**src/verilog/bridge_window_upper_consts.vh**
```
// Purpose: constants for the upper bridge window configuration registers
// Assumes: byte offsets on an 8-bit configuration address, 32-bit data
// Notes: every register offset, limit field position and configuration register reset value lives here
`ifndef BRIDGE_WINDOW_UPPER_CONSTS_VH
`define BRIDGE_WINDOW_UPPER_CONSTS_VH

// --------------------------------------------------------------------
// Register byte offsets
// --------------------------------------------------------------------
`define OFS_PREFETCH_WINDOW_LIMIT 8'h26
`define OFS_PREFETCH_WINDOW_BASE_HIGH 8'h28
`define OFS_PREFETCH_WINDOW_LIMIT_HIGH 8'h2C
`define OFS_IO_WINDOW_BASE_HIGH 8'h30
`define OFS_IO_WINDOW_LIMIT_HIGH 8'h32
`define OFS_CAPABILITY_LIST_HEAD 8'h34
`define OFS_OPTION_ROM_BASE 8'h38
`define OFS_INTERRUPT_ROUTING_LINE 8'h3C

// --------------------------------------------------------------------
// Field positions
// --------------------------------------------------------------------
`define LIMIT_CAP_BIT 0
`define LIMIT_ADDR_MSB 15
`define LIMIT_ADDR_LSB 4

// --------------------------------------------------------------------
// Reset values
// --------------------------------------------------------------------
`define RST_PREFETCH_WINDOW_LIMIT 12'h000
`define RST_PREFETCH_WINDOW_BASE_HIGH 32'hFFFFFFFF
`define RST_PREFETCH_WINDOW_LIMIT_HIGH 32'h00000000
`define RST_IO_WINDOW_BASE_HIGH 16'hFFFF
`define RST_IO_WINDOW_LIMIT_HIGH 16'h0000
`define RST_CAPABILITY_LIST_HEAD 8'h40
`define RST_INTERRUPT_ROUTING_LINE 8'h00
`define OPTION_ROM_BASE_VALUE 32'h00000000

// --------------------------------------------------------------------
// Window address fill
// --------------------------------------------------------------------
`define WINDOW_BASE_FILL 20'h00000
`define WINDOW_LIMIT_FILL 20'hFFFFF
`define UPPER_ZERO 32'h00000000

`endif

```
**src/verilog/bridge_window_upper_config_regs.v**
```verilog
// Purpose: upper bridge window, capability pointer, option ROM and
//          interrupt line configuration registers
// Assumes: lower base registers, capability bits and write lock come from
//          neighbouring logic on the same clock
// Notes: read data valid only in the cycle after the read strobe
`timescale 1ns/1ps
`include "bridge_window_upper_consts.vh"
module bridge_window_upper_config_regs (
    input wire clk_sys_i,
    input wire rst_n_i,
    input wire [7:0] addr_i,
    input wire [31:0] wr_data_i,
    input wire wr_en_i,
    input wire rd_en_i,
    output wire [31:0] rd_data_o,
    input wire prefetch_wide_capability_i,
    input wire [11:0] prefetch_window_base_i,
    input wire io_wide_capability_i,
    input wire cfg_write_unlock_i,
    input wire fwd_valid_i,
    input wire [63:0] fwd_addr_i,
    output wire fwd_hit_o,
    output wire fwd_hit_valid_o,
    output wire [15:0] io_window_base_high_o,
    output wire [15:0] io_window_limit_high_o,
    output wire [7:0] capability_list_head_o,
    output wire prefetch_addr_64_o
);
    // ----------------------------------------------------------------
    // Declarations
    // ----------------------------------------------------------------
    reg [11:0] prefetch_window_limit_r;
    reg [31:0] prefetch_window_base_high_r;
    reg [31:0] prefetch_window_limit_high_r;
    reg [15:0] io_window_base_high_r;
    reg [15:0] io_window_limit_high_r;
    reg [7:0] capability_list_head_r;
    reg [7:0] interrupt_routing_line_r;
    reg [31:0] rd_data_r;
    reg [31:0] rd_data_nxt;
    reg [15:0] io_base_out_r;
    reg [15:0] io_limit_out_r;
    reg prefetch_addr_64_r;

    wire sel_pf_limit;
    wire sel_pf_base_high;
    wire sel_pf_limit_high;
    wire sel_io_base_high;
    wire sel_io_limit_high;
    wire sel_cap_head;
    wire sel_int_line;

    wire prefetch_addr_32;
    wire [31:0] pf_base_high_vis;
    wire [31:0] pf_limit_high_vis;
    wire [15:0] io_base_high_vis;
    wire [15:0] io_limit_high_vis;
    wire [15:0] pf_limit_vis;

    wire wr_pf_limit;
    wire wr_pf_base_high;
    wire wr_pf_limit_high;
    wire wr_io_base_high;
    wire wr_io_limit_high;
    wire wr_cap_head;
    wire wr_int_line;

    wire [31:0] word_pf_limit;
    wire [31:0] word_pf_base_high;
    wire [31:0] word_pf_limit_high;
    wire [31:0] word_io_base_high;
    wire [31:0] word_io_limit_high;
    wire [31:0] word_cap_head;
    wire [31:0] word_rom_base;
    wire [31:0] word_int_line;

    // ----------------------------------------------------------------
    // Address decode
    // ----------------------------------------------------------------
    assign sel_pf_limit = (addr_i == `OFS_PREFETCH_WINDOW_LIMIT);
    assign sel_pf_base_high = (addr_i == `OFS_PREFETCH_WINDOW_BASE_HIGH);
    assign sel_pf_limit_high = (addr_i == `OFS_PREFETCH_WINDOW_LIMIT_HIGH);
    assign sel_io_base_high = (addr_i == `OFS_IO_WINDOW_BASE_HIGH);
    assign sel_io_limit_high = (addr_i == `OFS_IO_WINDOW_LIMIT_HIGH);
    assign sel_cap_head = (addr_i == `OFS_CAPABILITY_LIST_HEAD);
    assign sel_int_line = (addr_i == `OFS_INTERRUPT_ROUTING_LINE);

    // ----------------------------------------------------------------
    // Write enables
    // ----------------------------------------------------------------
    // Option ROM base has no write path, so its writes simply vanish
    assign wr_pf_limit = wr_en_i && sel_pf_limit;
    assign wr_pf_base_high = wr_en_i && sel_pf_base_high &&
                             prefetch_wide_capability_i;
    assign wr_pf_limit_high = wr_en_i && sel_pf_limit_high &&
                              prefetch_wide_capability_i;
    assign wr_io_base_high = wr_en_i && sel_io_base_high &&
                             io_wide_capability_i;
    assign wr_io_limit_high = wr_en_i && sel_io_limit_high &&
                              io_wide_capability_i;
    assign wr_cap_head = wr_en_i && sel_cap_head &&
                         cfg_write_unlock_i;
    assign wr_int_line = wr_en_i && sel_int_line;

    // ----------------------------------------------------------------
    // Capability qualified views
    // ----------------------------------------------------------------
    // One selects 64-bit, zero selects 32-bit prefetchable addressing
    assign prefetch_addr_32 = ~prefetch_wide_capability_i;

    // Stored value kept but hidden, so it reappears if the bit returns
    assign pf_base_high_vis = prefetch_addr_32 ? `UPPER_ZERO :
                              prefetch_window_base_high_r;
    assign pf_limit_high_vis = prefetch_addr_32 ? `UPPER_ZERO :
                               prefetch_window_limit_high_r;
    assign io_base_high_vis = io_wide_capability_i ?
                              io_window_base_high_r : 16'h0000;
    assign io_limit_high_vis = io_wide_capability_i ?
                               io_window_limit_high_r : 16'h0000;

    // Capability bit mirrored from base, reserved bits zero
    assign pf_limit_vis = {prefetch_window_limit_r, 3'h0,
                           prefetch_wide_capability_i};

    // ----------------------------------------------------------------
    // Read words, zero extended
    // ----------------------------------------------------------------
    // Unmapped offsets fall to the default word of zero
    assign word_pf_limit = {16'h0000, pf_limit_vis};
    assign word_pf_base_high = pf_base_high_vis;
    assign word_pf_limit_high = pf_limit_high_vis;
    assign word_io_base_high = {16'h0000, io_base_high_vis};
    assign word_io_limit_high = {16'h0000, io_limit_high_vis};
    assign word_cap_head = {24'h000000, capability_list_head_r};
    assign word_rom_base = `OPTION_ROM_BASE_VALUE;
    assign word_int_line = {24'h000000, interrupt_routing_line_r};

    // ----------------------------------------------------------------
    // Prefetchable limit, bits 15:4 only
    // ----------------------------------------------------------------
    always @(posedge clk_sys_i)
    begin
        if (!rst_n_i)
        begin
            prefetch_window_limit_r <= `RST_PREFETCH_WINDOW_LIMIT;
        end
        else if (wr_pf_limit)
        begin
            prefetch_window_limit_r <=
                wr_data_i[`LIMIT_ADDR_MSB:`LIMIT_ADDR_LSB];
        end
    end

    // ----------------------------------------------------------------
    // Prefetchable upper halves
    // ----------------------------------------------------------------
    always @(posedge clk_sys_i)
    begin
        if (!rst_n_i)
        begin
            prefetch_window_base_high_r <= `RST_PREFETCH_WINDOW_BASE_HIGH;
        end
        else if (wr_pf_base_high)
        begin
            prefetch_window_base_high_r <= wr_data_i;
        end
    end

    always @(posedge clk_sys_i)
    begin
        if (!rst_n_i)
        begin
            prefetch_window_limit_high_r <= `RST_PREFETCH_WINDOW_LIMIT_HIGH;
        end
        else if (wr_pf_limit_high)
        begin
            prefetch_window_limit_high_r <= wr_data_i;
        end
    end

    // ----------------------------------------------------------------
    // I/O upper halves
    // ----------------------------------------------------------------
    always @(posedge clk_sys_i)
    begin
        if (!rst_n_i)
        begin
            io_window_base_high_r <= `RST_IO_WINDOW_BASE_HIGH;
        end
        else if (wr_io_base_high)
        begin
            io_window_base_high_r <= wr_data_i[15:0];
        end
    end

    always @(posedge clk_sys_i)
    begin
        if (!rst_n_i)
        begin
            io_window_limit_high_r <= `RST_IO_WINDOW_LIMIT_HIGH;
        end
        else if (wr_io_limit_high)
        begin
            io_window_limit_high_r <= wr_data_i[15:0];
        end
    end

    // ----------------------------------------------------------------
    // Capability pointer, locked write
    // ----------------------------------------------------------------
    // Locked writes are dropped silently; the bus never sees an error
    always @(posedge clk_sys_i)
    begin
        if (!rst_n_i)
        begin
            capability_list_head_r <= `RST_CAPABILITY_LIST_HEAD;
        end
        else if (wr_cap_head)
        begin
            capability_list_head_r <= wr_data_i[7:0];
        end
    end

    // ----------------------------------------------------------------
    // Interrupt line, storage only
    // ----------------------------------------------------------------
    // Read back only; feeds no interrupt or routing logic here
    always @(posedge clk_sys_i)
    begin
        if (!rst_n_i)
        begin
            interrupt_routing_line_r <= `RST_INTERRUPT_ROUTING_LINE;
        end
        else if (wr_int_line)
        begin
            interrupt_routing_line_r <= wr_data_i[7:0];
        end
    end

    // ----------------------------------------------------------------
    // Read multiplexer
    // ----------------------------------------------------------------
    always @*
    begin
        rd_data_nxt = 32'h00000000;
        if (rd_en_i)
        begin
            case (addr_i)
                `OFS_PREFETCH_WINDOW_LIMIT:
                begin
                    rd_data_nxt = word_pf_limit;
                end
                `OFS_PREFETCH_WINDOW_BASE_HIGH:
                begin
                    rd_data_nxt = word_pf_base_high;
                end
                `OFS_PREFETCH_WINDOW_LIMIT_HIGH:
                begin
                    rd_data_nxt = word_pf_limit_high;
                end
                `OFS_IO_WINDOW_BASE_HIGH:
                begin
                    rd_data_nxt = word_io_base_high;
                end
                `OFS_IO_WINDOW_LIMIT_HIGH:
                begin
                    rd_data_nxt = word_io_limit_high;
                end
                `OFS_CAPABILITY_LIST_HEAD:
                begin
                    rd_data_nxt = word_cap_head;
                end
                `OFS_OPTION_ROM_BASE:
                begin
                    rd_data_nxt = word_rom_base;
                end
                `OFS_INTERRUPT_ROUTING_LINE:
                begin
                    rd_data_nxt = word_int_line;
                end
                default:
                begin
                    rd_data_nxt = 32'h00000000;
                end
            endcase
        end
    end

    // Cleared when idle so data stand only in the cycle after the read
    always @(posedge clk_sys_i)
    begin
        if (!rst_n_i)
        begin
            rd_data_r <= 32'h00000000;
        end
        else
        begin
            rd_data_r <= rd_data_nxt;
        end
    end

    // ----------------------------------------------------------------
    // Window outputs toward forwarding logic
    // ----------------------------------------------------------------
    // One cycle late against the registers; forwarding tolerates this
    always @(posedge clk_sys_i)
    begin
        if (!rst_n_i)
        begin
            io_base_out_r <= 16'h0000;
            io_limit_out_r <= 16'h0000;
            prefetch_addr_64_r <= 1'b0;
        end
        else
        begin
            io_base_out_r <= io_base_high_vis;
            io_limit_out_r <= io_limit_high_vis;
            prefetch_addr_64_r <= prefetch_wide_capability_i;
        end
    end

    // ----------------------------------------------------------------
    // Prefetchable window decision
    // ----------------------------------------------------------------
    prefetch_window_match i_prefetch_window_match (
        .clk_sys_i(clk_sys_i),
        .rst_n_i(rst_n_i),
        .wide_i(prefetch_wide_capability_i),
        .base_high_i(pf_base_high_vis),
        .base_low_i(prefetch_window_base_i),
        .limit_high_i(pf_limit_high_vis),
        .limit_low_i(prefetch_window_limit_r),
        .req_valid_i(fwd_valid_i),
        .req_addr_i(fwd_addr_i),
        .hit_o(fwd_hit_o),
        .hit_valid_o(fwd_hit_valid_o)
    );

    assign rd_data_o = rd_data_r;
    assign io_window_base_high_o = io_base_out_r;
    assign io_window_limit_high_o = io_limit_out_r;
    assign capability_list_head_o = capability_list_head_r;
    assign prefetch_addr_64_o = prefetch_addr_64_r;
endmodule

```
**src/verilog/prefetch_window_match.v**
```verilog
// Purpose: registered prefetchable window hit decision
// Assumes: request address and window fields stable in the request cycle
// Notes: answer appears one clock after the request
`timescale 1ns/1ps
`include "bridge_window_upper_consts.vh"
module prefetch_window_match (
    input wire clk_sys_i,
    input wire rst_n_i,
    input wire wide_i,
    input wire [31:0] base_high_i,
    input wire [11:0] base_low_i,
    input wire [31:0] limit_high_i,
    input wire [11:0] limit_low_i,
    input wire req_valid_i,
    input wire [63:0] req_addr_i,
    output wire hit_o,
    output wire hit_valid_o
);
    wire [31:0] base_top;
    wire [31:0] limit_top;
    wire [63:0] base_full;
    wire [63:0] limit_full;
    wire in_window;
    reg hit_r;
    reg hit_valid_r;

    // ----------------------------------------------------------------
    // Combined window bounds
    // ----------------------------------------------------------------
    // Upper halves ignored in 32-bit mode, so windows stay below 4 GB
    assign base_top = wide_i ? base_high_i : `UPPER_ZERO;
    assign limit_top = wide_i ? limit_high_i : `UPPER_ZERO;
    assign base_full = {base_top, base_low_i, `WINDOW_BASE_FILL};
    assign limit_full = {limit_top, limit_low_i, `WINDOW_LIMIT_FILL};
    assign in_window = (req_addr_i >= base_full) &&
                       (req_addr_i <= limit_full);

    // ----------------------------------------------------------------
    // Registered answer
    // ----------------------------------------------------------------
    always @(posedge clk_sys_i)
    begin
        if (!rst_n_i)
        begin
            hit_r <= 1'b0;
            hit_valid_r <= 1'b0;
        end
        else
        begin
            hit_r <= req_valid_i && in_window;
            hit_valid_r <= req_valid_i;
        end
    end

    assign hit_o = hit_r;
    assign hit_valid_o = hit_valid_r;
endmodule
```
**config.mk**
```make
export PLATFORM = sky130hd
export DESIGN_NAME = bridge_window_upper_config_regs
export DESIGN_NICKNAME = d
export VERILOG_FILES = /design/src/verilog/bridge_window_upper_config_regs.v /design/src/verilog/prefetch_window_match.v
export VERILOG_INCLUDE_DIRS = /design/src /design/src/verilog
export SDC_FILE = /design/constraint.sdc
export NUM_CORES = 1
export LEC_CHECK = 0
export ABC_AREA = 0
export ABC_CLOCK_PERIOD_IN_PS = 2800
export BUFFER_PORTS_ARGS = -buffer_cell sky130_fd_sc_hd__buf_4
export CORE_ASPECT_RATIO = 1.5
export CORE_MARGIN = 2
export CORE_UTILIZATION = 47
export DETAILED_ROUTE_END_ITERATION = 10
export HOLD_SLACK_MARGIN = 0.12
export PLACE_DENSITY = 0.7
export SLEW_MARGIN = 40
export SYNTH_ARGS = -nofsm -noshare
export SYNTH_HDL_FRONTEND = slang
export SYNTH_HIERARCHICAL = 1
export SYNTH_SLANG_ARGS = --single-unit
export TNS_END_PERCENT = 30
```
**constraint.sdc**
```tcl
create_clock -name clk_sys_i -period 2.8 [get_ports clk_sys_i]
set_input_delay 0.42 -clock clk_sys_i [delete_from_list [all_inputs] [get_ports clk_sys_i]]
set_output_delay 0.42 -clock clk_sys_i [all_outputs]
set_load 0.05 [all_outputs]
```
; ---- After elaboration in Yosys (flattened, before gate mapping)
; Cells that the tools add are included.
[totals]
regBits = 191
latchBits = 0
mem_bits_rw = 0
romBits = 0
word_cells = 44
memories = 0
[classes]
n_addsub = 0
n_mul = 0
n_div = 0
order_cmp = 2
n_eq_ne = 7
shift = 0
n_mux = 7
bitwise = 0
n_reduce_logical = 15
[op_table]
columns = operator, count
row1 = one-hot mux 32 bit (7 select lines), 1
row2 = two-way mux 32 bit, 4
row3 = >= comparator 64 bit, 1
row4 = less-or-equal comparator 64 bit, 1
row5 = "== test 8 x 6 -> 1 bit, second input constant", 7
row6 = two-way mux 16 bit, 2
row7 = logical AND 1 bit, 14
row8 = AND reduction 2 bit, 1

; ---- Longest topological paths before layout
; Gate-level depths: netlist (run 1).
[depth]
word_depth = 5
mapped_depth = 11
depth_no_buf = 9

; ---- Cells and area by module
; Netlist (run 1), hierarchy kept.
[modules_own_cells]
columns = module, instances, cells_each, area_each_um2, seq_area_each_um2
row1 = bridge_window_upper_config_regs, 1, 820, 7768.7, 3783.6
row2 = prefetch_window_match, 1, 341, 2363.5, 40.0

; ---- Worst setup path before layout (run 1)
; Ideal clock, no wire load.
[synth_path]
path_type = input to register
from = in prefetch_wide_capability_i
to = reg i_prefetch_window_match.hit_r (netlist: i_prefetch_window_match/hit_o)
setup_ns = 0.078
t_arrival_ns = 2.425
path_slack_ns = 0.297
path_stages = 10
n_path_buf = 2
cell_sequence = clkbuf_1 -> clkbuf_1 -> and2_1 -> nand2_1 -> ha_1 -> nand4_1 -> nor4_1 -> nand2_1 -> or3_1 -> a32oi_1
[synth_via]
elab_chain_len = 5
[synth_lines]
columns = item, line
row1 = "start, declared", bridge_window_upper_config_regs.v:16  ; input wire prefetch_wide_capability_i,
row2 = two-way mux 32 bit, bridge_window_upper_config_regs.v:114  ; assign pf_limit_high_vis = prefetch_addr_32 ? `UPPER_ZERO :
row3 = named net pf_limit_high_vis[13], bridge_window_upper_config_regs.v:55  ; wire [31:0] pf_limit_high_vis;
row4 = two-way mux 32 bit (no source line), -
row5 = less-or-equal comparator 64 bit, prefetch_window_match.v:36  ; (req_addr_i <= limit_full);
row6 = logical AND 1 bit, prefetch_window_match.v:35  ; assign in_window = (req_addr_i >= base_full) &&
row7 = logical AND 1 bit, prefetch_window_match.v:50  ; hit_r <= req_valid_i && in_window;
row8 = "end signal, assigned", prefetch_window_match.v:50
row9 = "end, declared", prefetch_window_match.v:24  ; reg hit_r;
; The timed path passes the listed nets, and every way through them passes these cells.
; A chain may end at the register's enable or synchronous reset.

; ---- Final worst setup path (run 1)
[layout_path]
from = reg prefetch_window_limit_high_r[14]
to = reg i_prefetch_window_match.hit_r (netlist: i_prefetch_window_match/hit_o)
[layout_via]
elab_chain_len = 5
[layout_lines]
columns = item, line
row1 = "start, declared", bridge_window_upper_config_regs.v:34  ; reg [31:0] prefetch_window_limit_high_r;
row2 = "start signal, assigned", bridge_window_upper_config_regs.v:173  ; prefetch_window_limit_high_r <= `RST_PREFETCH_WINDOW_LIMIT_HIGH;
row3 = "start signal, assigned", bridge_window_upper_config_regs.v:177  ; prefetch_window_limit_high_r <= wr_data_i;
row4 = two-way mux 32 bit, bridge_window_upper_config_regs.v:114
row5 = named net pf_limit_high_vis[14], bridge_window_upper_config_regs.v:55
row6 = two-way mux 32 bit (no source line), -
row7 = less-or-equal comparator 64 bit, prefetch_window_match.v:36
row8 = logical AND 1 bit, prefetch_window_match.v:35
row9 = logical AND 1 bit, prefetch_window_match.v:50
; The timed path passes the listed nets, and every way through them passes these cells.

==> results of run 1 <==
[sequential cells by signal (all words and copies together) (netlist names), 8 cells and up]
register / cells
io_window_limit_high_r: 16
prefetch_window_limit_r: 12
io_window_limit_high_o: 16
io_window_base_high_o: 16
prefetch_window_base_high_r: 32
rd_data_o: 32
capability_list_head_o: 8
prefetch_window_limit_high_r: 32
io_window_base_high_r: 16
interrupt_routing_line_r: 8
[power by group through the flow]
stage          clock network [mW]  logic [mW]  registers (mW)
6_report                     2.49       0.710            2.74
5_1_grt                      2.65       0.780            2.74
4_1_cts                      2.55       0.713            2.74
3_5_place_dp                    0       0.707            2.80
3_3_place_gp                    0       0.696            2.80
2_1_floorplan                   0       0.339            2.85
[per-layer routing]
| metal | GRT usage | vias up |
|---|---|---|
| li1 | - | 4372 |
| met1 | 0.3070 | 4134 |
| met2 | 0.4415 | 287 |
| met3 | 0.04342 | 45 |
| met4 | 0.08591 | 0 |
| met5 | 0 | - |
[worst paths after layout]
check                              startpoint                               to  slack (ps)  cells after the start
max          prefetch_window_limit_high_r[14]    i_prefetch_window_match/hit_o         530                      8
min                             wr_data_i[30]  prefetch_window_base_high_r[30]         200                      3
max reg2reg  prefetch_window_limit_high_r[14]    i_prefetch_window_match/hit_o         530                      8
min reg2reg       interrupt_routing_line_r[0]      interrupt_routing_line_r[0]         460                      2
[final cells by class]
type / instances / share of cell area
clock buffers: 20 / 0.03685
repair buffers: 221 / 0.1379
multi-input cells: 867 / 0.4695
well taps: 268 / 0.02706
flip-flops and latches: 191 / 0.3086
inverters: 27 / 0.008178
clock inverters: 12 / 0.01191
[placed cells by master (no fill, tap or decap), types with 4 or more instances in the layout]
cell type	Yosys	final
nor2_1	35	35
clkbuf_16	0	17
ha_1	88	88
a21o_1	6	6
nand4_1	17	17
a21boi_0	10	10
a21oi_1	44	44
inv_6	0	4
mux2_2	27	27
nor4_1	7	7
and3_1	38	38
a222oi_1	10	10
o21ai_0	12	12
and2_1	68	68
a21boi_1	31	31
buf_12	0	4
nand2_1	252	252
nand3_1	52	52
a31oi_1	4	4
dfxtp_1	191	191
a22oi_1	27	27
inv_1	27	27
a32o_1	8	8
mux2i_1	53	53
buf_4	10	217
nor2b_1	38	38
[worst reg2reg max path: cells and delay by family, from the launching register on]
family                   cells  cell delay [ps]
AND/OR/NAND/NOR              6             1330
flip-flops                   1              380
adder cells (fa/ha/maj)      1              300
AO/OA/AOI/OAI                1              180
[logic make-up after synthesis]
kind of cell | after synthesis | share of synthesized area
simple gates | 533 | 0.2685
flops | 191 | 0.3774
compound gates | 166 | 0.1142
buf+inv | 103 | 0.04890
fa+ha+maj | 88 | 0.1087
mux | 80 | 0.08237
[metrics by stage]
stage | area (sq um) | setup slack, ps | hold WS (ps) | cells | power [mW]
global route | 12390 | 365.5 | 202.3 | 1606 | 6.163
detailed placement | 11790 | 109.9 | 456.5 | 1574 | 3.506
global placement | 11790 | 159.6 | 439.0 | 1574 | 3.495
floorplan | 10130 | 297.1 | 431.6 | 1161 | 3.190
finish | 12390 | 525.2 | 196.4 | 1606 | 5.939
CTS | 12390 | 515.9 | 177.2 | 1606 | 5.998
==> metrics.cfg, run 1 <==
[final_layout]
multi_input_area_sq_um = 5818
utilization = 0.5883
drive_gt1_frac = 0.2182
fin_nets = 1537
regArea_sq_um = 3824
area_growth_syn_to_layout_pct = 22.30
fillers = 1940
antenna_cells = 0

[detailed_routing]
drt-initial-drc-count = 588
dr_total_vias = 8838
dr_wl_met2_um = 14290
vias_per_cell = 5.503
drc = 0
m1WireLength_um = 11740
wl_per_cell_um = 17.56
top_layer_used = met4
drt-total-wl_um = 28210
detail-route-antenna-nets = 0
met3_length_um = 1619
first_pass_iters = 5

[die]
die-width_um = 123.9
ios = 199
die_y_um = 183.8
initial_core_util = 0.4810
core-area_sq_um = 21060
dieArea_sq_um = 22770
rows = 65

[yosys]
syn-cell-area_sq_um = 10130
ys_seq_area_frac = 0.3774
synth_top_cells_by_count = nand2_1, dfxtp_1, ha_1
ys_types = 55
synth_area_leader_cell = dfxtp_1
synth_ff_type = dfxtp_1
synth_most_common_cell = nand2_1
netlist.area_leader.share = 0.3774
syn_nets = 1373
synth.area.top_cells = dfxtp_1, ha_1, nand2_1
ys_async_sr_fraction = 0
ys_seq_elements = 191
yosysWarnings = 6
synth_edf_count = 0
syn_area_per_cell_sq_um = 8.727
synthCells = 1161

[placement]
port_buffers = 198
globalplace.congestion = 0.8834
hpwl_um = 20970

[timing]
setup-violations-final = 0
fmax_ghz = 0.4396
worstMarginPinSlew_ps = 671.0
slew_violations = 0
slew-limit-headroom = 0.5515
skew_ps = 6.298
rsz0062_at_grt = no
tns_ps = 0
fin_crit_ps = 2275
post-route-period-util = 0.8124
hold_violations = 0

[global_route]
grt_overflow = 0
antenna_found_initial = 0
grt_pass1_wl_um = 44800
grt_max_degree = 66
first_global_vias = 8699
track_usage = 0.2520

[power_and_ir_drop]
p_leak_nw = 5.606
power.share.combinational = 0.120
p_sw_mw = 1.500
power_frac_seq = 0.461
switching_share = 0.2525
pwr-share-clk = 0.420
p_per_area_nw_per_um2 = 479.3
peakVddDrop_v = 0.0004331
p_int_mw = 4.440

[setup_path]
critPathLaunchType = flop
crit_family = simple AND/OR/NAND/NOR gates
crit_chain = and2_1 > nand2_1 > ha_1 > nand4_1 > nor4_1 > nand2_1 > or3_1 > a32oi_1
crit_top_cell = nand2_1
cp.arrival_ps = 2640
path_buf_inv = 0
end_kind = flop
crit_path_max_fanout = 3
crit_required_ps = 3160
max_stage_delay_ps = 460
crit_type = flop to flop
cp_slowest_cell = nor4_1

[clock_tree]
cts.repair.resized = 0
cts.sinks = 191
worstSkewPairLatency_ps = 440
postCtsSetupBuffers = 0
cts_max_path_buffers = 2
clkTransAtPathRegs_ps = 70
tritoncts = yes
cts_buffers = 17
cts_root_buf = clkbuf_16
htreeDepth = 4
postCtsHoldBufs = 0

[run_status]
status = completed

[flow_run]
drv_cap = 0

[hold_path]
hold_path_class = primary input to flop

Power figures use the tool's default switching activity.
==> inputs of run 2 (changes only) <==
- ABC_AREA: 0 -> 1
- ABC_CLOCK_PERIOD_IN_PS: 2800 -> 2300
- PLACE_DENSITY: 0.7 -> 0.69
- clock period: 2.8 -> 2.3 ns (I/O delays scaled with it)
==> run 2 against run 1 <==
Effect of this change: via count increased by 18%; global-route usage is 1.4 points higher; fmax increased by 25%; critical path depth up 5; largest cell class unchanged.
==> metrics.cfg, run 2 <==
[detailed_routing]
wl_per_cell_um = 16.03
met3_length_um = 1594
vias_per_cell = 5.187
drc = 0
first_pass_iters = 6
dr_total_vias = 10470
m1WireLength_um = 13010
drt-total-wl_um = 32370
dr_wl_met2_um = 15950
drt-initial-drc-count = 822
detail-route-antenna-nets = 0
top_layer_used = met4

[timing]
skew_ps = 14.67
fmax_ghz = 0.5482
tns_ps = 0
setup-violations-final = 0
slew-limit-headroom = 0.5332
rsz0062_at_grt = no
slew_violations = 0
worstMarginPinSlew_ps = 699.2
fin_crit_ps = 1824
post-route-period-util = 0.7931
worst_hold_slack_ps = 134.7
hold_violations = 0

[clock_tree]
tritoncts = yes
cts.repair.resized = 0
cts_root_buf = clkbuf_16
htreeDepth = 4
cts_max_path_buffers = 2
worstSkewPairLatency_ps = 440
clkTransAtPathRegs_ps = 70
cts.sinks = 191
cts_buffers = 17
postCtsHoldBufs = 0
postCtsSetupBuffers = 0

[yosys]
synth.area.top_cells = dfxtp_1, nand2_1, ha_1
synth_top_cells_by_count = nand2_1, dfxtp_1, inv_1
syn-cell-area_sq_um = 10680
syn_area_per_cell_sq_um = 6.792
ys_seq_elements = 191
synth_edf_count = 0
syn_nets = 1784
synth_area_leader_cell = dfxtp_1
yosysWarnings = 6
synth_ff_type = dfxtp_1
ys_types = 32
synth_most_common_cell = nand2_1
netlist.area_leader.share = 0.3581
ys_async_sr_fraction = 0
ys_seq_area_frac = 0.3581
synthCells = 1572

[power_and_ir_drop]
p_per_area_nw_per_um2 = 546.6
power.total_mw = 7.035
peakVddDrop_v = 0.0005603
p_leak_nw = 6.376

[placement]
placed_cells = 1987
globalplace.congestion = 0.9378
port_buffers = 198
hpwl_um = 24580

[setup_path]
end_kind = flop
crit_top_cell = nand2_1
critPathLaunchType = flop
crit_family = simple AND/OR/NAND/NOR gates
cp.arrival_ps = 2170
crit_type = flop to flop
crit_required_ps = 2650
crit_path_max_fanout = 2
max_stage_delay_ps = 390
path_buf_inv = 1
crit_chain = nand2_1 > inv_1 > nand2_1 > ha_1 > nand2_1 > nor2_2 > nand4_2 > nor2_2 > nand2_1 > nand2_1 > nor2_1 > nor2_1 > nor2_1
cp_slowest_cell = dfxtp_1

[die]
die_y_um = 188.6
initial_core_util = 0.4788
dieArea_sq_um = 23960
core-area_sq_um = 22300
die-width_um = 127.1
rows = 67
ios = 199

[global_route]
track_usage = 0.2657
grt_max_degree = 64
antenna_found_initial = 0
first_global_vias = 9745
grt_pass1_wl_um = 49760
grt_overflow = 0

[flow_run]
drv_cap = 0

[final_layout]
fin_nets = 1942
antenna_cells = 0
drive_gt1_frac = 0.1675
final_cell_mix = nand2_1, buf_4, dfxtp_1, inv_1, nand3_1
area_growth_syn_to_layout_pct = 20.53
final_common_cell = nand2_1
fillers = 2229
final_cells = 2019
utilization = 0.5772

[run_status]
status = completed

[hold_path]
hold_path_class = primary input to flop

run 2: cell count changes after synthesis, moves of 38 or more:
cell,before,now
nand2_1,252,472
inv_1,27,188
nand3_1,52,170
a21oi_1,44,131
and2_1,68,3
nor2_1,35,100
mux2i_1,53,0
and3_1,38,0
nor2b_1,38,0
run 2: cell type report:
| class | count | area (sq um) | share of cell area |
|---|---|---|---|
| well taps | 276 | 345.3 | 0.02683 |
| flip-flops and latches | 191 | 3824 | 0.2971 |
| clock buffers | 21 | 460.4 | 0.03578 |
| inverters | 199 | 747.0 | 0.05804 |
| repair buffers | 223 | 1724 | 0.1340 |
| multi-input cells | 1098 | 5687 | 0.4419 |
| clock inverters | 11 | 82.58 | 0.006417 |
run 2: cell families (layout without fill, tap and decap cells):
family / after synthesis / after routing / synth area share
simple gates: 817 / 817 / 0.3337
flops: 191 / 191 / 0.3581
buf+inv: 283 / 454 / 0.1093
fa+ha+maj: 88 / 88 / 0.1031
compound gates: 193 / 193 / 0.09574
run 2: through the flow:
stage                     cell area, sq um  worst slack, ps
after global routing                 12870            239.6
after CTS                            12870            458.7
final                                12870            475.9
after global placement               12330            120.8
after detailed placement             12330            97.96
after floorplan                      10680            272.6
run 2: power by group:
group          internal (mW)  leakage [nW]  switching [mW]
clock                   1.45         0.264            1.32
combinational          0.357          4.57           0.571
sequential              3.33          1.55         0.00680
run 2: layer usage:
metal / global-route usage / up-vias
met4: 0.1513 / 0
met3: 0.03719 / 94
met2: 0.4603 / 349
met5: 0 / -
met1: 0.3121 / 4697
li1: - / 5332
run 2: worst paths after layout:
path | startpoint | end | slack, ps | cells past startpoint
worst max-delay path | prefetch_window_limit_high_r[27] | i_prefetch_window_match/hit_o | 480 | 13
worst min-delay path | fwd_valid_i | i_prefetch_window_match/hit_valid_o | 130 | 3
worst max register to register | prefetch_window_limit_high_r[27] | i_prefetch_window_match/hit_o | 480 | 13
worst min register to register | io_window_limit_high_r[15] | io_window_limit_high_r[15] | 450 | 2
run 2: tightest hold or removal path, stage by stage:
cell     delay, ps
buf_4           70
nand2_1         40
inv_1           90
==> inputs of run 3 (changes only) <==
- ABC_CLOCK_PERIOD_IN_PS: 2300 -> 1550
- PLACE_DENSITY: 0.69 -> 0.72
- clock period: 2.3 -> 1.55 ns (I/O delays scaled with it)
==> run 3 against run 2 <==
Effect of this change: the flow now finishes with violations (setup timing); die area stayed put; combinational power is 79% higher; worst hold slack better by 39 ps; highest routed layer unchanged; sequential cell count is the same; core utilization rose by 6.5 points; total power grew 55%; cell count up 5.8%; sequential share of layout area fell by 2.6 points; wire length increased by 6.8%; critical endpoint unchanged; register-to-register slack got worse by 650 ps.
==> metrics.cfg, run 3 (same netlist as run 2, synthesis figures left out) <==
[timing]
hold_violations = 0
fin_ws_ps = -173.6
skew_ps = 9.970
post-route-period-util = 1.112
worstMarginPinSlew_ps = 418.3
rsz0062_at_grt = yes
setup-violations-final = 1
fmax_ghz = 0.5802
slew_violations = 0
slew-limit-headroom = 0.7211
fin_crit_ps = 1724
worst_hold_slack_ps = 174.1

[clock_tree]
htreeDepth = 4
cts_buffers = 17
tritoncts = yes
worstSkewPairLatency_ps = 440
clkTransAtPathRegs_ps = 70
cts_max_path_buffers = 2
cts_root_buf = clkbuf_16
cts.sinks = 191

[power_and_ir_drop]
p_int_mw = 7.885
p_sw_mw = 3.032
power.share.combinational = 0.152
p_per_area_nw_per_um2 = 762.1
power_frac_seq = 0.452
pwr-share-clk = 0.396
switching_share = 0.2778
peakVddDrop_v = 0.0008254
p_leak_nw = 6.986

[global_route]
grt_pass1_wl_um = 53250
antenna_found_initial = 0
grt_overflow = 0
grt_max_degree = 41
track_usage = 0.2816
first_global_vias = 10740

[detailed_routing]
vias_per_cell = 5.243
wl_per_cell_um = 16.18
drc = 0
dr_total_vias = 11200
drt-total-wl_um = 34570
first_pass_iters = 6
detail-route-antenna-nets = 0
drt-initial-drc-count = 860

[setup_path]
crit_path_max_fanout = 2
cp.arrival_ps = 2070
crit_family = simple AND/OR/NAND/NOR gates
crit_type = flop to flop
max_stage_delay_ps = 340
crit_required_ps = 1900
cp_slowest_cell = dfxtp_2
crit_top_cell = nand2_1
critPathLaunchType = flop
end_kind = flop
path_buf_inv = 1
crit_chain = nand2_1 > inv_2 > nand2_2 > ha_4 > nand2_1 > nor2_2 > and2_4 > nand2_1 > nor2_2 > nand2_1 > nand2_1 > nor2_1 > nor2_1 > nor2_1

[die]
initial_core_util = 0.4788
rows = 67
die_y_um = 188.6
ios = 199
dieArea_sq_um = 23960
die-width_um = 127.1
core-area_sq_um = 22300

[final_layout]
area_growth_syn_to_layout_pct = 34.16
final_cell_mix = nand2_1, buf_4, inv_1, nand3_1, dfxtp_1
fillers = 1956
fin_nets = 2059
antenna_cells = 0
drive_gt1_frac = 0.2575
utilization = 0.6424
multi_input_area_sq_um = 5993
final_common_cell = nand2_1
regArea_sq_um = 3880

[placement]
hpwl_um = 25650
port_buffers = 198
globalplace.congestion = 0.9248

[run_status]
violations = setup timing
status = finished, violations left

[hold_path]
hold_path_class = primary input to flop

[flow_run]
drv_cap = 0

[run 3: cell count changes in the layout (fill, tap and decap cells not counted), moves of 14 or more]
cell           before  now
buf_4             219  294
dfxtp_1           191  152
dfxtp_2             0   36
dlygate4sd3_1       0   33
ha_1               88   74
ha_4                0   14
nand2_1           472  453
nand2_2             4   22
[run 3: metal layers]
metal / wire length (um) / part of all wire / track usage
met5: 0 / 0 / 0
met3: 1868 / 0.054 / 0.03606
met2: 17510 / 0.51 / 0.5004
met1: 13400 / 0.39 / 0.3240
met4: 1788 / 0.052 / 0.1551
[run 3: power by group through the flow]
stage          combinational [mW]  clock (mW)  sequential [mW]
6_report                     1.66        4.32             4.94
5_1_grt                      1.82        4.57             4.94
4_1_cts                      1.58        4.37             4.94
3_5_place_dp                 1.49           0             5.06
3_3_place_gp                 1.45           0             5.06
2_1_floorplan               0.729           0             5.15
[run 3: final cells by class]
type,count,share of cell area
Sequential cell,191,0.2709
Timing Repair Buffer,340,0.1953
Multi-Input combinational cell,1098,0.4184
Clock inverter,13,0.008996
Tap cell,276,0.02411
Inverter,199,0.05214
Clock buffer,19,0.03022
[run 3: path summary, 6_finish.rpt]
kind                                                      start                             to  slack (ps)  cells past startpoint
worst max-delay path            prefetch_window_limit_high_r[7]  i_prefetch_window_match/hit_o        -170                     14
worst min-delay path                       io_wide_capability_i       io_window_base_high_o[3]         170                      3
worst max register to register  prefetch_window_limit_high_r[7]  i_prefetch_window_match/hit_o        -170                     14
worst min register to register        io_window_limit_high_r[9]      io_window_limit_high_r[9]         450                      2
[run 3: metrics by stage]
stage | setup slack (ps) | TNS [ps] | area (sq um) | power, mW | instances
floorplan | -72.97 | -72.97 | 10830 | 5.882 | 1572
global placement | -474.4 | -474.4 | 13080 | 6.512 | 2069
detailed placement | -472.5 | -472.5 | 13080 | 6.546 | 2069
CTS | -144.1 | -144.1 | 14070 | 10.89 | 2135
global route | -326.3 | -326.3 | 14330 | 11.33 | 2136
finish | -173.6 | -173.6 | 14330 | 10.92 | 2136
[run 3: repair_timing]
| item | in CTS | in global routing |
|---|---|---|
| hold buffers | 33 | 0 |
| pin swaps | 19 | 22 |
| resized for setup | 43 | 59 |
| hold endpoints to repair | 82 | 0 |
| endpoints found under the setup margin | 1 | 1 |
| setup buffers | 1 | 1 |
[run 3: worst min-delay path, delay by kind of cell]
kind | cells | cell delay [ps]
buffers and inverters | 1 | 190
and+or+nand+nor | 2 | 150
